**src/bic_consts.svh**
```systemverilog
// constants for the bridge isa alias and error control block
// What this block does
// isa filter blocks downstream upper-768 alias addresses
// filter only in window, below 0x10000
// filter passes upstream upper-768 alias addresses
// filter clear forwards whole window downstream
// error forward bit sends pin as message
// cleared bit forwards only if mask clear
// parity response set reports pci errors
// parity response clear ignores pci errors
// correct parity always driven on pci
// data errors always forwarded as poisoned
// interrupt pin field reads zero
// interrupt line reads all ones, ignores writes
// filter qualifies window hit, never widens
`ifndef BIC_CONSTS_SVH
`define BIC_CONSTS_SVH
`define BIC_OFF_CTRL 8'h00
`define BIC_OFF_STAT 8'h04
`define BIC_OFF_CLR 8'h08
`define BIC_OFF_EN 8'h0c
`define BIC_BIT_PARITY 16
`define BIC_BIT_ERRFWD 17
`define BIC_BIT_ISA 18
`define BIC_INT_PIN_VAL 8'h00
`define BIC_INT_LINE_VAL 8'hff
`define BIC_IO_TOP 32'h0000ffff
`define BIC_ALIAS_LOW 10'h100
`define BIC_NEV 4
`define BIC_EV_SERR 0
`define BIC_EV_ADDR 1
`define BIC_EV_ATTR 2
`define BIC_EV_DATA 3
`endif

```
**src/bic_pkg.sv**
```systemverilog
// types for the bridge isa alias and error control block
package bic_pkg;
  typedef logic [31:0] bic_word_t;
endpackage : bic_pkg

```
**src/bic_bridge_ctrl.sv**
```systemverilog
// bridge isa alias filter, error forwarding and register file
`include "bic_consts.svh"
module bic_bridge_ctrl
  import bic_pkg::*;
(
  input wire logic clock,
  input wire logic rstn,
  input wire logic [7:0] reg_addr,
  input wire logic [31:0] reg_wdata,
  input wire logic reg_wr,
  input wire logic reg_rd,
  output logic [31:0] reg_rdata,
  input wire logic [31:0] down_io_addr,
  input wire logic down_io_valid,
  input wire logic down_window_hit,
  output logic down_io_forward,
  input wire logic [31:0] up_io_addr,
  input wire logic up_io_valid,
  input wire logic up_window_hit,
  output logic up_io_forward,
  input wire logic secondary_system_error_n,
  input wire logic aer_serr_mask,
  input wire logic err_fatal_sel,
  output logic err_msg_fatal,
  output logic err_msg_nonfatal,
  input wire logic pci_addr_err,
  input wire logic pci_attr_err,
  input wire logic pci_data_err,
  output logic pci_err_report,
  output logic pcie_poison,
  input wire logic [31:0] pci_out_data,
  output logic pci_out_parity,
  output logic irq
);
  // register file state
  bic_word_t ctrl_q;
  bic_word_t ctrl_d;
  logic [`BIC_NEV-1:0] en_q;
  logic [`BIC_NEV-1:0] en_d;
  logic [`BIC_NEV-1:0] stat_q;
  logic [`BIC_NEV-1:0] stat_d;
  logic [`BIC_NEV-1:0] ev;
  bic_word_t rdata_q;
  bic_word_t rdata_d;
  // datapath state
  logic serr_q;
  logic serr_d;
  logic fwd_q;
  logic fwd_d;
  logic rep_q;
  logic rep_d;
  logic pois_q;
  logic pois_d;
  logic dfwd_q;
  logic dfwd_d;
  logic ufwd_q;
  logic ufwd_d;
  logic par_q;
  logic par_d;
  // decoded control bits
  logic isa_on;
  logic fwd_en;
  logic par_en;
  logic serr_edge;
  logic wr_ctrl;
  logic wr_clr;
  logic wr_en;
  logic down_alias;
  logic up_alias;

  // register write hit at one offset
  function automatic logic wr_hit(
    input logic wr,
    input logic [7:0] addr,
    input logic [7:0] off
  );
    return wr && (addr == off);
  endfunction : wr_hit

  // address inside the low 64k of i/o space
  function automatic logic low_io(input logic [31:0] a);
    return a <= `BIC_IO_TOP;
  endfunction : low_io

  // in low 64k and upper 768 bytes of a 1k block
  function automatic logic isa_alias(input logic [31:0] a);
    return low_io(a) && (a[9:0] >= `BIC_ALIAS_LOW);
  endfunction : isa_alias

  // downstream pass: filter qualifies only
  function automatic logic down_pass(input logic isa, input logic al);
    return !(isa && al);
  endfunction : down_pass

  // upstream pass: only alias addresses with filter on
  function automatic logic up_pass(input logic isa, input logic al);
    return isa && al;
  endfunction : up_pass

  // any uncorrectable pci side error
  function automatic logic any_err(
    input logic a,
    input logic b,
    input logic c
  );
    return a || b || c;
  endfunction : any_err

  // severity split of a forwarded error
  function automatic logic [1:0] msg_split(input logic f, input logic fat);
    return {f && fat, f && !fat};
  endfunction : msg_split

  // level interrupt from enabled status bits
  function automatic logic irq_level(
    input logic [`BIC_NEV-1:0] s,
    input logic [`BIC_NEV-1:0] e
  );
    return |(s & e);
  endfunction : irq_level

  // readback of the control word
  function automatic bic_word_t ctrl_word(input bic_word_t c);
    bic_word_t w;
    w = '0;
    w[`BIC_BIT_ISA:`BIC_BIT_PARITY] = c[`BIC_BIT_ISA:`BIC_BIT_PARITY];
    w[15:8] = `BIC_INT_PIN_VAL;
    w[7:0] = `BIC_INT_LINE_VAL;
    return w;
  endfunction : ctrl_word

  // readback of a status or enable field
  function automatic bic_word_t field_word(
    input logic [`BIC_NEV-1:0] f
  );
    bic_word_t w;
    w = '0;
    w[`BIC_NEV-1:0] = f;
    return w;
  endfunction : field_word

  // control bit and strobe decode
  assign isa_on = ctrl_q[`BIC_BIT_ISA];
  assign fwd_en = ctrl_q[`BIC_BIT_ERRFWD];
  assign par_en = ctrl_q[`BIC_BIT_PARITY];
  assign wr_ctrl = wr_hit(reg_wr, reg_addr, `BIC_OFF_CTRL);
  assign wr_clr = wr_hit(reg_wr, reg_addr, `BIC_OFF_CLR);
  assign wr_en = wr_hit(reg_wr, reg_addr, `BIC_OFF_EN);
  assign down_alias = isa_alias(down_io_addr);
  assign up_alias = isa_alias(up_io_addr);
  assign serr_edge = ~secondary_system_error_n & ~serr_q;

  // control register, only bits 18:16 writable
  always_comb begin
    ctrl_d = ctrl_q;
    if (wr_ctrl) begin
      ctrl_d[`BIC_BIT_ISA:`BIC_BIT_PARITY] =
        reg_wdata[`BIC_BIT_ISA:`BIC_BIT_PARITY];
    end
  end

  always_ff @(posedge clock or negedge rstn) begin
    if (!rstn) begin
      ctrl_q <= '0;
    end else begin
      ctrl_q <= ctrl_d;
    end
  end

  // interrupt enable register
  always_comb begin
    en_d = en_q;
    if (wr_en) begin
      en_d = reg_wdata[`BIC_NEV-1:0];
    end
  end

  always_ff @(posedge clock or negedge rstn) begin
    if (!rstn) begin
      en_q <= '0;
    end else begin
      en_q <= en_d;
    end
  end

  // status events, pci errors only with parity response
  always_comb begin
    ev = '0;
    ev[`BIC_EV_SERR] = fwd_d;
    ev[`BIC_EV_ADDR] = par_en && pci_addr_err;
    ev[`BIC_EV_ATTR] = par_en && pci_attr_err;
    ev[`BIC_EV_DATA] = par_en && pci_data_err;
  end

  // sticky status, set wins over clear
  always_comb begin
    stat_d = stat_q;
    if (wr_clr) begin
      stat_d = stat_q & ~reg_wdata[`BIC_NEV-1:0];
    end
    stat_d = stat_d | ev;
  end

  always_ff @(posedge clock or negedge rstn) begin
    if (!rstn) begin
      stat_q <= '0;
    end else begin
      stat_q <= stat_d;
    end
  end

  // read data, valid only the cycle after the strobe
  always_comb begin
    rdata_d = '0;
    if (reg_rd) begin
      unique case (reg_addr)
        `BIC_OFF_CTRL: rdata_d = ctrl_word(ctrl_q);
        `BIC_OFF_STAT: rdata_d = field_word(stat_q);
        `BIC_OFF_EN: rdata_d = field_word(en_q);
        default: rdata_d = '0;
      endcase
    end
  end

  always_ff @(posedge clock or negedge rstn) begin
    if (!rstn) begin
      rdata_q <= '0;
    end else begin
      rdata_q <= rdata_d;
    end
  end

  // downstream forward, window hit gates it
  always_comb begin
    dfwd_d = 1'b0;
    if (down_io_valid && down_window_hit) begin
      dfwd_d = down_pass(isa_on, down_alias);
    end
  end

  always_ff @(posedge clock or negedge rstn) begin
    if (!rstn) begin
      dfwd_q <= 1'b0;
    end else begin
      dfwd_q <= dfwd_d;
    end
  end

  // upstream forward of alias addresses with filter on
  always_comb begin
    ufwd_d = 1'b0;
    if (up_io_valid && up_window_hit) begin
      ufwd_d = up_pass(isa_on, up_alias);
    end
  end

  always_ff @(posedge clock or negedge rstn) begin
    if (!rstn) begin
      ufwd_q <= 1'b0;
    end else begin
      ufwd_q <= ufwd_d;
    end
  end

  // last sample of the system error pin, low is asserted
  always_comb begin
    serr_d = ~secondary_system_error_n;
  end

  always_ff @(posedge clock or negedge rstn) begin
    if (!rstn) begin
      serr_q <= 1'b0;
    end else begin
      serr_q <= serr_d;
    end
  end

  // one message per pin assertion
  always_comb begin
    fwd_d = 1'b0;
    if (serr_edge) begin
      fwd_d = fwd_en || !aer_serr_mask;
    end
  end

  always_ff @(posedge clock or negedge rstn) begin
    if (!rstn) begin
      fwd_q <= 1'b0;
    end else begin
      fwd_q <= fwd_d;
    end
  end

  // error report only with parity response set
  always_comb begin
    rep_d = 1'b0;
    if (par_en) begin
      rep_d = any_err(pci_addr_err, pci_attr_err, pci_data_err);
    end
  end

  always_ff @(posedge clock or negedge rstn) begin
    if (!rstn) begin
      rep_q <= 1'b0;
    end else begin
      rep_q <= rep_d;
    end
  end

  // data errors always poisoned toward pcie
  always_comb begin
    pois_d = pci_data_err;
  end

  always_ff @(posedge clock or negedge rstn) begin
    if (!rstn) begin
      pois_q <= 1'b0;
    end else begin
      pois_q <= pois_d;
    end
  end

  // parity always generated on the pci side
  always_comb begin
    par_d = ^pci_out_data;
  end

  always_ff @(posedge clock or negedge rstn) begin
    if (!rstn) begin
      par_q <= 1'b0;
    end else begin
      par_q <= par_d;
    end
  end

  // outputs
  assign reg_rdata = rdata_q;
  assign down_io_forward = dfwd_q;
  assign up_io_forward = ufwd_q;
  assign {err_msg_fatal, err_msg_nonfatal} = msg_split(fwd_q, err_fatal_sel);
  assign pci_err_report = rep_q;
  assign pcie_poison = pois_q;
  assign pci_out_parity = par_q;
  assign irq = irq_level(stat_q, en_q);
endmodule : bic_bridge_ctrl

```
**config.mk**
```make
export PLATFORM = sky130hd
export DESIGN_NAME = bic_bridge_ctrl
export DESIGN_NICKNAME = d
export VERILOG_FILES = /design/src/bic_pkg.sv /design/src/bic_bridge_ctrl.sv
export VERILOG_INCLUDE_DIRS = /design/src
export SDC_FILE = /design/constraint.sdc
export NUM_CORES = 1
export LEC_CHECK = 0
export BUFFER_PORTS_ARGS = -buffer_cell sky130_fd_sc_hd__buf_2
export CORE_MARGIN = 5
export CORE_UTILIZATION = 30
export DETAILED_ROUTE_END_ITERATION = 16
export PLACE_DENSITY = 0.74
export SLEW_MARGIN = 20
export SYNTH_ARGS = -nofsm -noshare
export SYNTH_HDL_FRONTEND = slang
export SYNTH_SLANG_ARGS = --single-unit
```
**constraint.sdc**
```tcl
create_clock -name clock -period 0.98 [get_ports clock]
set_input_delay 0.196 -clock clock [delete_from_list [all_inputs] [get_ports clock]]
set_output_delay 0.196 -clock clock [all_outputs]
set_load 0.1 [all_outputs]
```
==> results of run 1 <==
[metrics by stage]
step / instance area [um2] / hold WS, ns / setup TNS, ns
6_report: 2800 / 0.0729 / -2.44
5_1_grt: 2800 / 0.0710 / -3.73
4_1_cts: 2700 / 0.0713 / -2.69
3_5_place_dp: 2550 / 0.150 / -5.16
3_3_place_gp: 2550 / 0.146 / -4.40
2_1_floorplan: 1720 / -0.0996 / -1.35
[worst max-delay path, stage by stage, from the launching register on]
cell and delay, ns:
dfrtp_1 0.42, a22oi_2 0.23, nand2_4 0.07, buf_12 0.17
[sequential cells by signal (all words and copies together) (netlist names), 3 cells and up]
register,flops
en_q,4
stat_q,4
reg_rdata,8
ctrl_q,3
[cell type report]
cell class / count / area [um2]
timing repair buffer: 132 / 1040
fill: 450 / 2280
sequential: 26 / 669
tap: 70 / 87.6
multi-input combinational: 119 / 923
clock buffer: 4 / 55.1
inverter: 6 / 22.5
[routing by layer]
layer | vias up | global-route usage [%]
met5 | - | 0
met4 | 0 | 3.49
met3 | 2 | 2.28
met2 | 89 | 24.0
met1 | 687 | 11.6
li1 | 745 | -
[Yosys cell counts (all sizes together)]
cell      n  share of area [%]
nor2b     1               0.40
xnor2    28                 16
xor2      3                1.7
mux2      7                5.0
nor4      5                2.0
nand4     2               0.80
a21oi     4                1.3
nor4b     3                2.1
a211oi    1               0.48
a21o      1               0.48
and2      4                1.6
buf      26                 12
a31oi     4                1.6
dfrtp    26                 42
nor3      5                1.9
nor2     10                2.4
nand2    11                2.6
conb      1               0.24
o31a      1               0.56
and3      1               0.40
a22oi     2               0.96
o2111ai   1               0.56
nand3     1               0.32
inv       6                1.4
a22o      3                1.7
[final timing paths]
check                           slack, ns                    from                   endpoint  cells past startpoint
worst max-delay path                -0.37     stat_q[3]$_DFF_PN0_                        irq                      3
worst min-delay path                 0.07            pci_data_err      pcie_poison$_DFF_PN0_                      1
min in group asynchronous            0.39                    rstn      pcie_poison$_DFF_PN0_                      3
worst min register to register       0.42        serr_q$_DFF_PN0_            fwd_q$_DFF_PN0_                      1
worst max register to register      -0.01  ctrl_q[18]$_DFFE_PN0P_  down_io_forward$_DFF_PN0_                      4
max in group asynchronous            0.42                    rstn     reg_rdata[7]$_DFF_PN0_                      3
[power by group]
| group | internal [mW] | switching (mW) | leakage [nW] | total [mW] |
|---|---|---|---|---|
| sequential | 1.17 | 0.0774 | 0.322 | 1.25 |
| clock | 0.358 | 0.318 | 0.0288 | 0.676 |
| combinational | 0.714 | 1.03 | 0.975 | 1.75 |
[cells by family (layout without fill, tap and decap cells)]
group,after synthesis,count (layout),share of synthesized area [%]
AOI/OAI and AO/OA,17,17,7.60
xor gates and xnor gates,31,31,17.4
buffers and inverters,32,142,13.6
DFF,26,26,41.6
muxes,7,7,5.04
other,1,21,0.240
and+or+nand+nor,43,43,14.6
[what timing repair did]
item,in CTS,in global routing
resized for setup,13,18
hold endpoints to repair,26,0
setup endpoints to repair,29,40
setup buffers,2,4
hold buffers,1,0
pin swaps,8,11
==> flow_metrics.tcl, run 1 <==
set metrics [dict create \
    status "complete, but fails checks" \
    violations "setup timing" \
    start_util_pct 30.8 \
    dp_hpwl_um 3550 \
    dieArea_um2 6760 \
    fin_crit_ns 1.35 \
    cp-start-kind "flop" \
    via_per_inst 4.27 \
    wl_met1_um 1490 \
    finClkSkew_ns 0.00128 \
    cts.sinks 26 \
    final_nets 438 \
    core_area_um2 5070 \
    avgSynthCellArea_um2 9.96 \
    crit_type "flop to primary output" \
    die_h_um 82.2 \
    synth_area_um2 1560 \
    cp.required_ns 0.78 \
    finalCritPeriodShare_pct 138 \
    post_route_cells_drive_above_1_share_pct 62.7 \
    clk_latency_ns 0.26 \
    rows 26 \
    tritoncts "yes" \
    power_mw 3.67 \
    yosysWarnings 0 \
    drv_slew 0 \
    mostFrequentLayoutCells "buf_2 (93), xnor2_1 (26), conb_1 (21)" \
    ys_seq_area_share_pct 41.6 \
    gp_congestion 0.724 \
    dp.cells 347 \
    ys_types 28 \
    grt_pass1_wl_um 6270 \
    ir_drop_uv 655 \
    ant_nets 0 \
    max_cap_viol_count 0 \
    num_vias 1523 \
    first_pass_iters 4 \
    grt_max_degree 27 \
    numCtsBuffers 3 \
    die_w_um 82.2 \
    utilization_pct 55.2 \
    rsz0062_at_grt "true" \
    area_growth_pct 79.0 \
    crit_fanout 2 \
    antenna_found_initial 0 \
    grt_pass1_vias 1527 \
    pre_cts_ws_ns -0.399 \
    drt_iter0_drc 67 \
    clock.fmax_ghz 0.739 \
    netlist_instances 157 \
    final_cells 357 \
    grt_usage_pct 11.8 \
    cts_max_path_buffers 2 \
    power_density_nw_per_um2 1310 \
    setup_violations 23 \
    final_common_cell "buf_2" \
    drc_errors 0 \
    worstPathArrival_ns 1.16 \
    io_pins 190 \
    synth_seq_cells 26 \
    wl_um 4460 \
    numPortBuffers 115 \
    min_path_type "primary input to flop" \
    path_clk_slew_ns 0.08 \
    insertedDiodeCount 0 \
    htree_num_levels 1 \
    cts_root_buf "clkbuf_8" \
    overflow 0 \
    final_hold_viol_count 0 \
    routed-wl-met2_um 2480 \
    wl_per_cell_um 12.5 \
    p_leak_nw 1.33 \
    top_layer "met4" \
    endpoint_kind "primary output" \
    dr_wl_met3_um 459 \
    finalWorstSetupSlack_ns -0.373 \
]
No activity file was read; power rests on OpenSTA's default activity.
==> inputs of run 2 (changes only) <==
- CORE_ASPECT_RATIO: unset -> 1.1
- PLACE_DENSITY: 0.74 -> 0.78
==> run 2 against run 1 <==
  * The run still ends with setup timing left
  * Via count grew 0.20%
  * Wire length grew 2.6%
  * Global-route usage grew 0.76 points
  * Final area grew 1.2%
  * Clock power is essentially flat
  * Flip-flop and latch count is the same
  * Fmax shrank 1.7%
  * Largest cell class unchanged
  * Largest power group unchanged
==> flow_metrics.tcl, run 2 (same netlist as run 1, synthesis figures left out) <==
set metrics [dict create \
    status "complete, but fails checks" \
    violations "setup timing" \
    power_mw 3.66 \
    numCtsBuffers 3 \
    holdPathEnd "pcie_poison$_DFF_PN0_" \
    multi_input_area_um2 926 \
    rows 27 \
    final_cells 344 \
    num_vias 1526 \
    crit_type "flop to primary output" \
    endpoint_kind "primary output" \
    dpl_cell_area_um2 2550 \
    wl_um 4570 \
    cp.required_ns 0.78 \
    utilization_pct 56.3 \
    min_from "pci_data_err" \
    start_util_pct 31.1 \
    cts_max_path_buffers 2 \
    fin_crit_ns 1.38 \
    numPortBuffers 115 \
    path_clk_slew_ns 0.09 \
    die_h_um 85.7 \
    cp-start-kind "flop" \
    r2r-end "down_io_forward$_DFF_PN0_" \
    power_frac_clock_pct 18.4 \
    area_growth_pct 81.1 \
    drv_slew 0 \
    dieArea_um2 6760 \
    sw_frac_of_total_pct 38.6 \
    tns_ns -2.49 \
    ir_drop_uv 800 \
    min_path_type "primary input to flop" \
    finalCritPeriodShare_pct 140 \
    worstPathArrival_ns 1.18 \
    max_cap_viol_count 0 \
    antenna_found_initial 0 \
    p_seq_share_pct 34.3 \
    rsz0062_at_grt "true" \
    final_area_um2 2830 \
    area.sequential_um2 669 \
    crit_fanout 2 \
    dp_hpwl_um 3700 \
    holdWs_ns 0.0724 \
    via_per_inst 4.44 \
    overflow 0 \
    p_sw_mw 1.41 \
    post_route_cells_drive_above_1_share_pct 61.9 \
    grt_pass1_vias 1589 \
    internal_power_mw 2.25 \
    cts.sinks 26 \
    p_leak_nw 1.35 \
    clk_latency_ns 0.27 \
    dp.cells 336 \
    die_w_um 78.8 \
    rrSetupSlack_ns -0.05 \
    power_density_nw_per_um2 1290 \
    grt_pass1_wl_um 6870 \
    grt_usage_pct 12.5 \
    final_nets 437 \
    pre_cts_ws_ns -0.367 \
    finClkSkew_ns 0.00388 \
    wl_per_cell_um 13.3 \
    cts_root_buf "clkbuf_8" \
    hold_depth 1 \
    r2r_cells 4 \
    clock.fmax_ghz 0.726 \
    combPwrFrac_pct 47.3 \
    grt_max_degree 15 \
    r2r-start "ctrl_q[18]$_DFFE_PN0P_" \
    ant_nets 0 \
    largest_reg_flops 8 \
    core_area_um2 5030 \
    htree_num_levels 1 \
    io_pins 190 \
    drt_iter0_drc 45 \
    final_common_cell "buf_2" \
    tritoncts "yes" \
    nFillCells 420 \
    drc_errors 0 \
    first_pass_iters 4 \
    final_hold_viol_count 0 \
    setup_violations 22 \
    mostFrequentLayoutCells "buf_2 (85), xnor2_1 (25), conb_1 (21)" \
    gp_congestion 0.785 \
    finalWorstSetupSlack_ns -0.397 \
    insertedDiodeCount 0 \
]
==> run 2: worst max path at each step <==
| stage | from | to | slack [ns] | cells past startpoint |
|---|---|---|---|---|
| after CTS | en_q[1]$_DFFE_PN0P_ | irq | -0.39 | 3 |
| after global routing | stat_q[1]$_DFF_PN0_ | irq | -0.43 | 3 |
| final | stat_q[1]$_DFF_PN0_ | irq | -0.40 | 3 |
| after global placement | reg_addr[5] | en_q[3]$_DFFE_PN0P_ | -0.30 | 5 |
| after floorplan | reg_rdata[7]$_DFF_PN0_ | reg_rdata[5] | -0.17 | 1 |
| after detailed placement | reg_addr[5] | en_q[3]$_DFFE_PN0P_ | -0.37 | 5 |
==> run 2: what timing repair did <==
item / in CTS / in global routing
gates resized for setup: 17 / 22
hold buffers: 1 / 0
setup endpoints to repair: 32 / 35
setup buffers: 3 / 2
pin swaps: 9 / 17
endpoints found under the hold margin: 12 / 0
==> run 2: power by group through the flow <==
| stage | combinational [mW] | sequential, mW | clock [mW] |
|---|---|---|---|
| CTS | 1.70 | 1.26 | 0.699 |
| global placement | 1.60 | 1.27 | 0 |
| detailed placement | 1.62 | 1.27 | 0 |
| floorplan | 0.947 | 1.46 | 0 |
| global route | 1.84 | 1.26 | 0.741 |
| finish | 1.73 | 1.25 | 0.674 |
==> run 2: worst max-delay path, cell delays in order (launching register included) <==
cell and delay (ns):
dfrtp_1 0.41, a22oi_2 0.26, nand2_4 0.08, buf_12 0.17
==> run 2: area by class of cell <==
class                      count  share of cell area [%]
timing repair buffer         131                    38.4
multi-input combinational    119                    32.7
tap                           58                    2.56
inverter                       6                   0.795
sequential                    26                    23.6
clock buffer                   4                    1.94
==> run 2: routing by layer <==
layer | wire length [um] | track usage [%] | vias up
li1 | - | - | 741
met1 | 1470 | 13.1 | 685
met2 | 2560 | 24.7 | 94
met3 | 459 | 1.79 | 6
met4 | 89 | 5.00 | 0
met5 | 0 | 0 | -
==> inputs of run 3 (changes only) <==
- SLEW_MARGIN: 20 -> unset
- clock period: 0.98 -> 1.2 ns (I/O delays scaled with it)
==> run 3 against run 2 <==
  * The run still ends with setup timing left
  * First-iteration DRC count stayed put
  * Largest power group unchanged
  * Sequential power down 18%
  * Clock skew grew 0.0024 ns
  * Highest routed layer unchanged
==> flow_metrics.tcl, run 3 (same netlist as run 1, synthesis figures left out) <==
set metrics [dict create \
    cp.required_ns 0.96 \
    cts_setup_buffers 0 \
    violations "setup timing" \
    via_per_inst 4.50 \
    grt_max_degree 27 \
    final_common_cell "buf_2" \
    final_hold_viol_count 0 \
    dp_hpwl_um 3720 \
    num_vias 1527 \
    ant_nets 0 \
    power_density_nw_per_um2 1180 \
    rsz0062_at_grt "true" \
    tritoncts "yes" \
    cp-start-kind "flop" \
    clock.fmax_ghz 0.725 \
    p_leak_nw 1.28 \
    grt_pass1_wl_um 6570 \
    grt_pass1_vias 1594 \
    endpoint_kind "primary output" \
    pre_cts_ws_ns -0.240 \
    critPathTopFamily "flip-flops" \
    insertedDiodeCount 0 \
    htree_num_levels 1 \
    power_mw 3.07 \
    cts.sinks 26 \
    timing.critical_path.from "stat_q[1]$_DFF_PN0_" \
    antenna_found_initial 0 \
    core_area_um2 5030 \
    die_w_um 78.8 \
    crit_fanout 2 \
    mostFrequentLayoutCells "buf_2 (96), xnor2_1 (28), dfrtp_1 (25)" \
    min_path_type "primary input to flop" \
    tns_ns -0.326 \
    finalCritPeriodShare_pct 115 \
    fin_crit_ns 1.38 \
    crit_buf_inv 1 \
    crit_type "flop to primary output" \
    wl_per_cell_um 12.3 \
    rows 27 \
    start_util_pct 31.1 \
    p_seq_share_pct 33.1 \
    tightest_slew_ns 0.568 \
    hold_depth 1 \
    r2r_cells 4 \
    drc_errors 0 \
    max_slew_margin_pct 62.1 \
    finClkSkew_ns 0.00629 \
    drt_iter0_drc 45 \
    die_h_um 85.7 \
    overflow 0 \
    ir_drop_uv 423 \
    numPortBuffers 115 \
    max_cap_viol_count 0 \
    first_pass_iters 4 \
    nFillCells 423 \
    setup_violations 5 \
    post_route_cells_drive_above_1_share_pct 52.7 \
    numCtsBuffers 3 \
    io_pins 190 \
    gp_congestion 0.733 \
    path_depth 3 \
    combPwrFrac_pct 43.4 \
    crit_chain "a22oi_2, nand2_2, buf_12" \
    p_sw_mw 1.15 \
    dieArea_um2 6760 \
    grt_usage_pct 12.1 \
    r2r-start "ctrl_q[18]$_DFFE_PN0P_" \
    clk_latency_ns 0.27 \
    path_clk_slew_ns 0.09 \
    worstPathArrival_ns 1.14 \
    area_growth_pct 65.6 \
    wl_um 4180 \
    min_from "pci_data_err" \
    finalWorstSetupSlack_ns -0.180 \
    sw_frac_of_total_pct 37.4 \
    status "complete, but fails checks" \
    cts_root_buf "clkbuf_8" \
    drv_slew 0 \
    cts_max_path_buffers 2 \
    final_nets 432 \
    internal_power_mw 1.92 \
    max_stage_delay_ns 0.41 \
    largest_reg_flops 8 \
    cpMaxStageDelayCell "dfrtp_1" \
    power_frac_clock_pct 23.5 \
    holdWs_ns 0.100 \
]
## run 3: cell count changes in the layout (fill, tap and decap cells not counted), sizes merged
| cell | change |
|---|---|
| clkbuf | -1 |
| bufinv | +1 |
| buf | -5 |
## run 3: path summary, 6_finish.rpt
kind                                             end  slack [ns]
setup / recovery                                 irq       -0.18
hold / removal                 pcie_poison$_DFF_PN0_         0.1
setup reg to reg           down_io_forward$_DFF_PN0_        0.14
hold reg to reg                      fwd_q$_DFF_PN0_        0.44
max in group asynchronous     reg_rdata[7]$_DFF_PN0_        0.28
min in group asynchronous    reg_rdata[16]$_DFF_PN0_        0.48
## run 3: through the flow
step                      cell area [um2]  cells  utilization [%]
final                                2590    339             51.5
after global routing                 2590    339             51.5
after CTS                            2560    339             51.0
after detailed placement             2460    334             48.8
after global placement               2460    334             48.8
after floorplan                      1650    177                -
## run 3: what timing repair did
item                       4_1_cts  5_1_grt
gates resized for setup          7        5
gates cloned                     0        0
hold buffers                     1        0
setup endpoints to repair        6       17
hold endpoints to repair        26        0
pin swaps                        3        1
## run 3: layout make-up
cell class / count / area, um2 / area share, %
Inverter: 6 / 22.5 / 0.870
Tap cell: 58 / 72.6 / 2.80
Clock buffer: 3 / 41.3 / 1.59
Multi-Input combinational cell: 119 / 823 / 31.8
Clock inverter: 1 / 30.0 / 1.16
Sequential cell: 26 / 654 / 25.3
Timing Repair Buffer: 126 / 946 / 36.5
## run 3: worst reg2reg max path, cell delays in order (launching register included)
cell	delay [ns]
dfrtp_1	0.36
nor4b_2	0.19
nand4_1	0.12
nor4_1	0.20
nor2_1	0.07
## run 3: per-layer routing
| metal | vias up | GRT usage (%) | share of wire, % |
|---|---|---|---|
| met5 | - | 0 | 0 |
| li1 | 729 | - | - |
| met2 | 100 | 23.3 | 52 |
| met3 | 7 | 1.26 | 10 |
| met1 | 691 | 12.8 | 35 |
| met4 | 0 | 6.09 | 2.5 |
## run 3: power groups by stage
stage / clock network (mW) / registers (mW) / logic, mW
4_1_cts: 0.732 / 1.02 / 1.34
5_1_grt: 0.767 / 1.02 / 1.42
3_5_place_dp: 0 / 1.03 / 1.31
6_report: 0.720 / 1.02 / 1.33
2_1_floorplan: 0 / 1.18 / 0.759
3_3_place_gp: 0 / 1.02 / 1.29
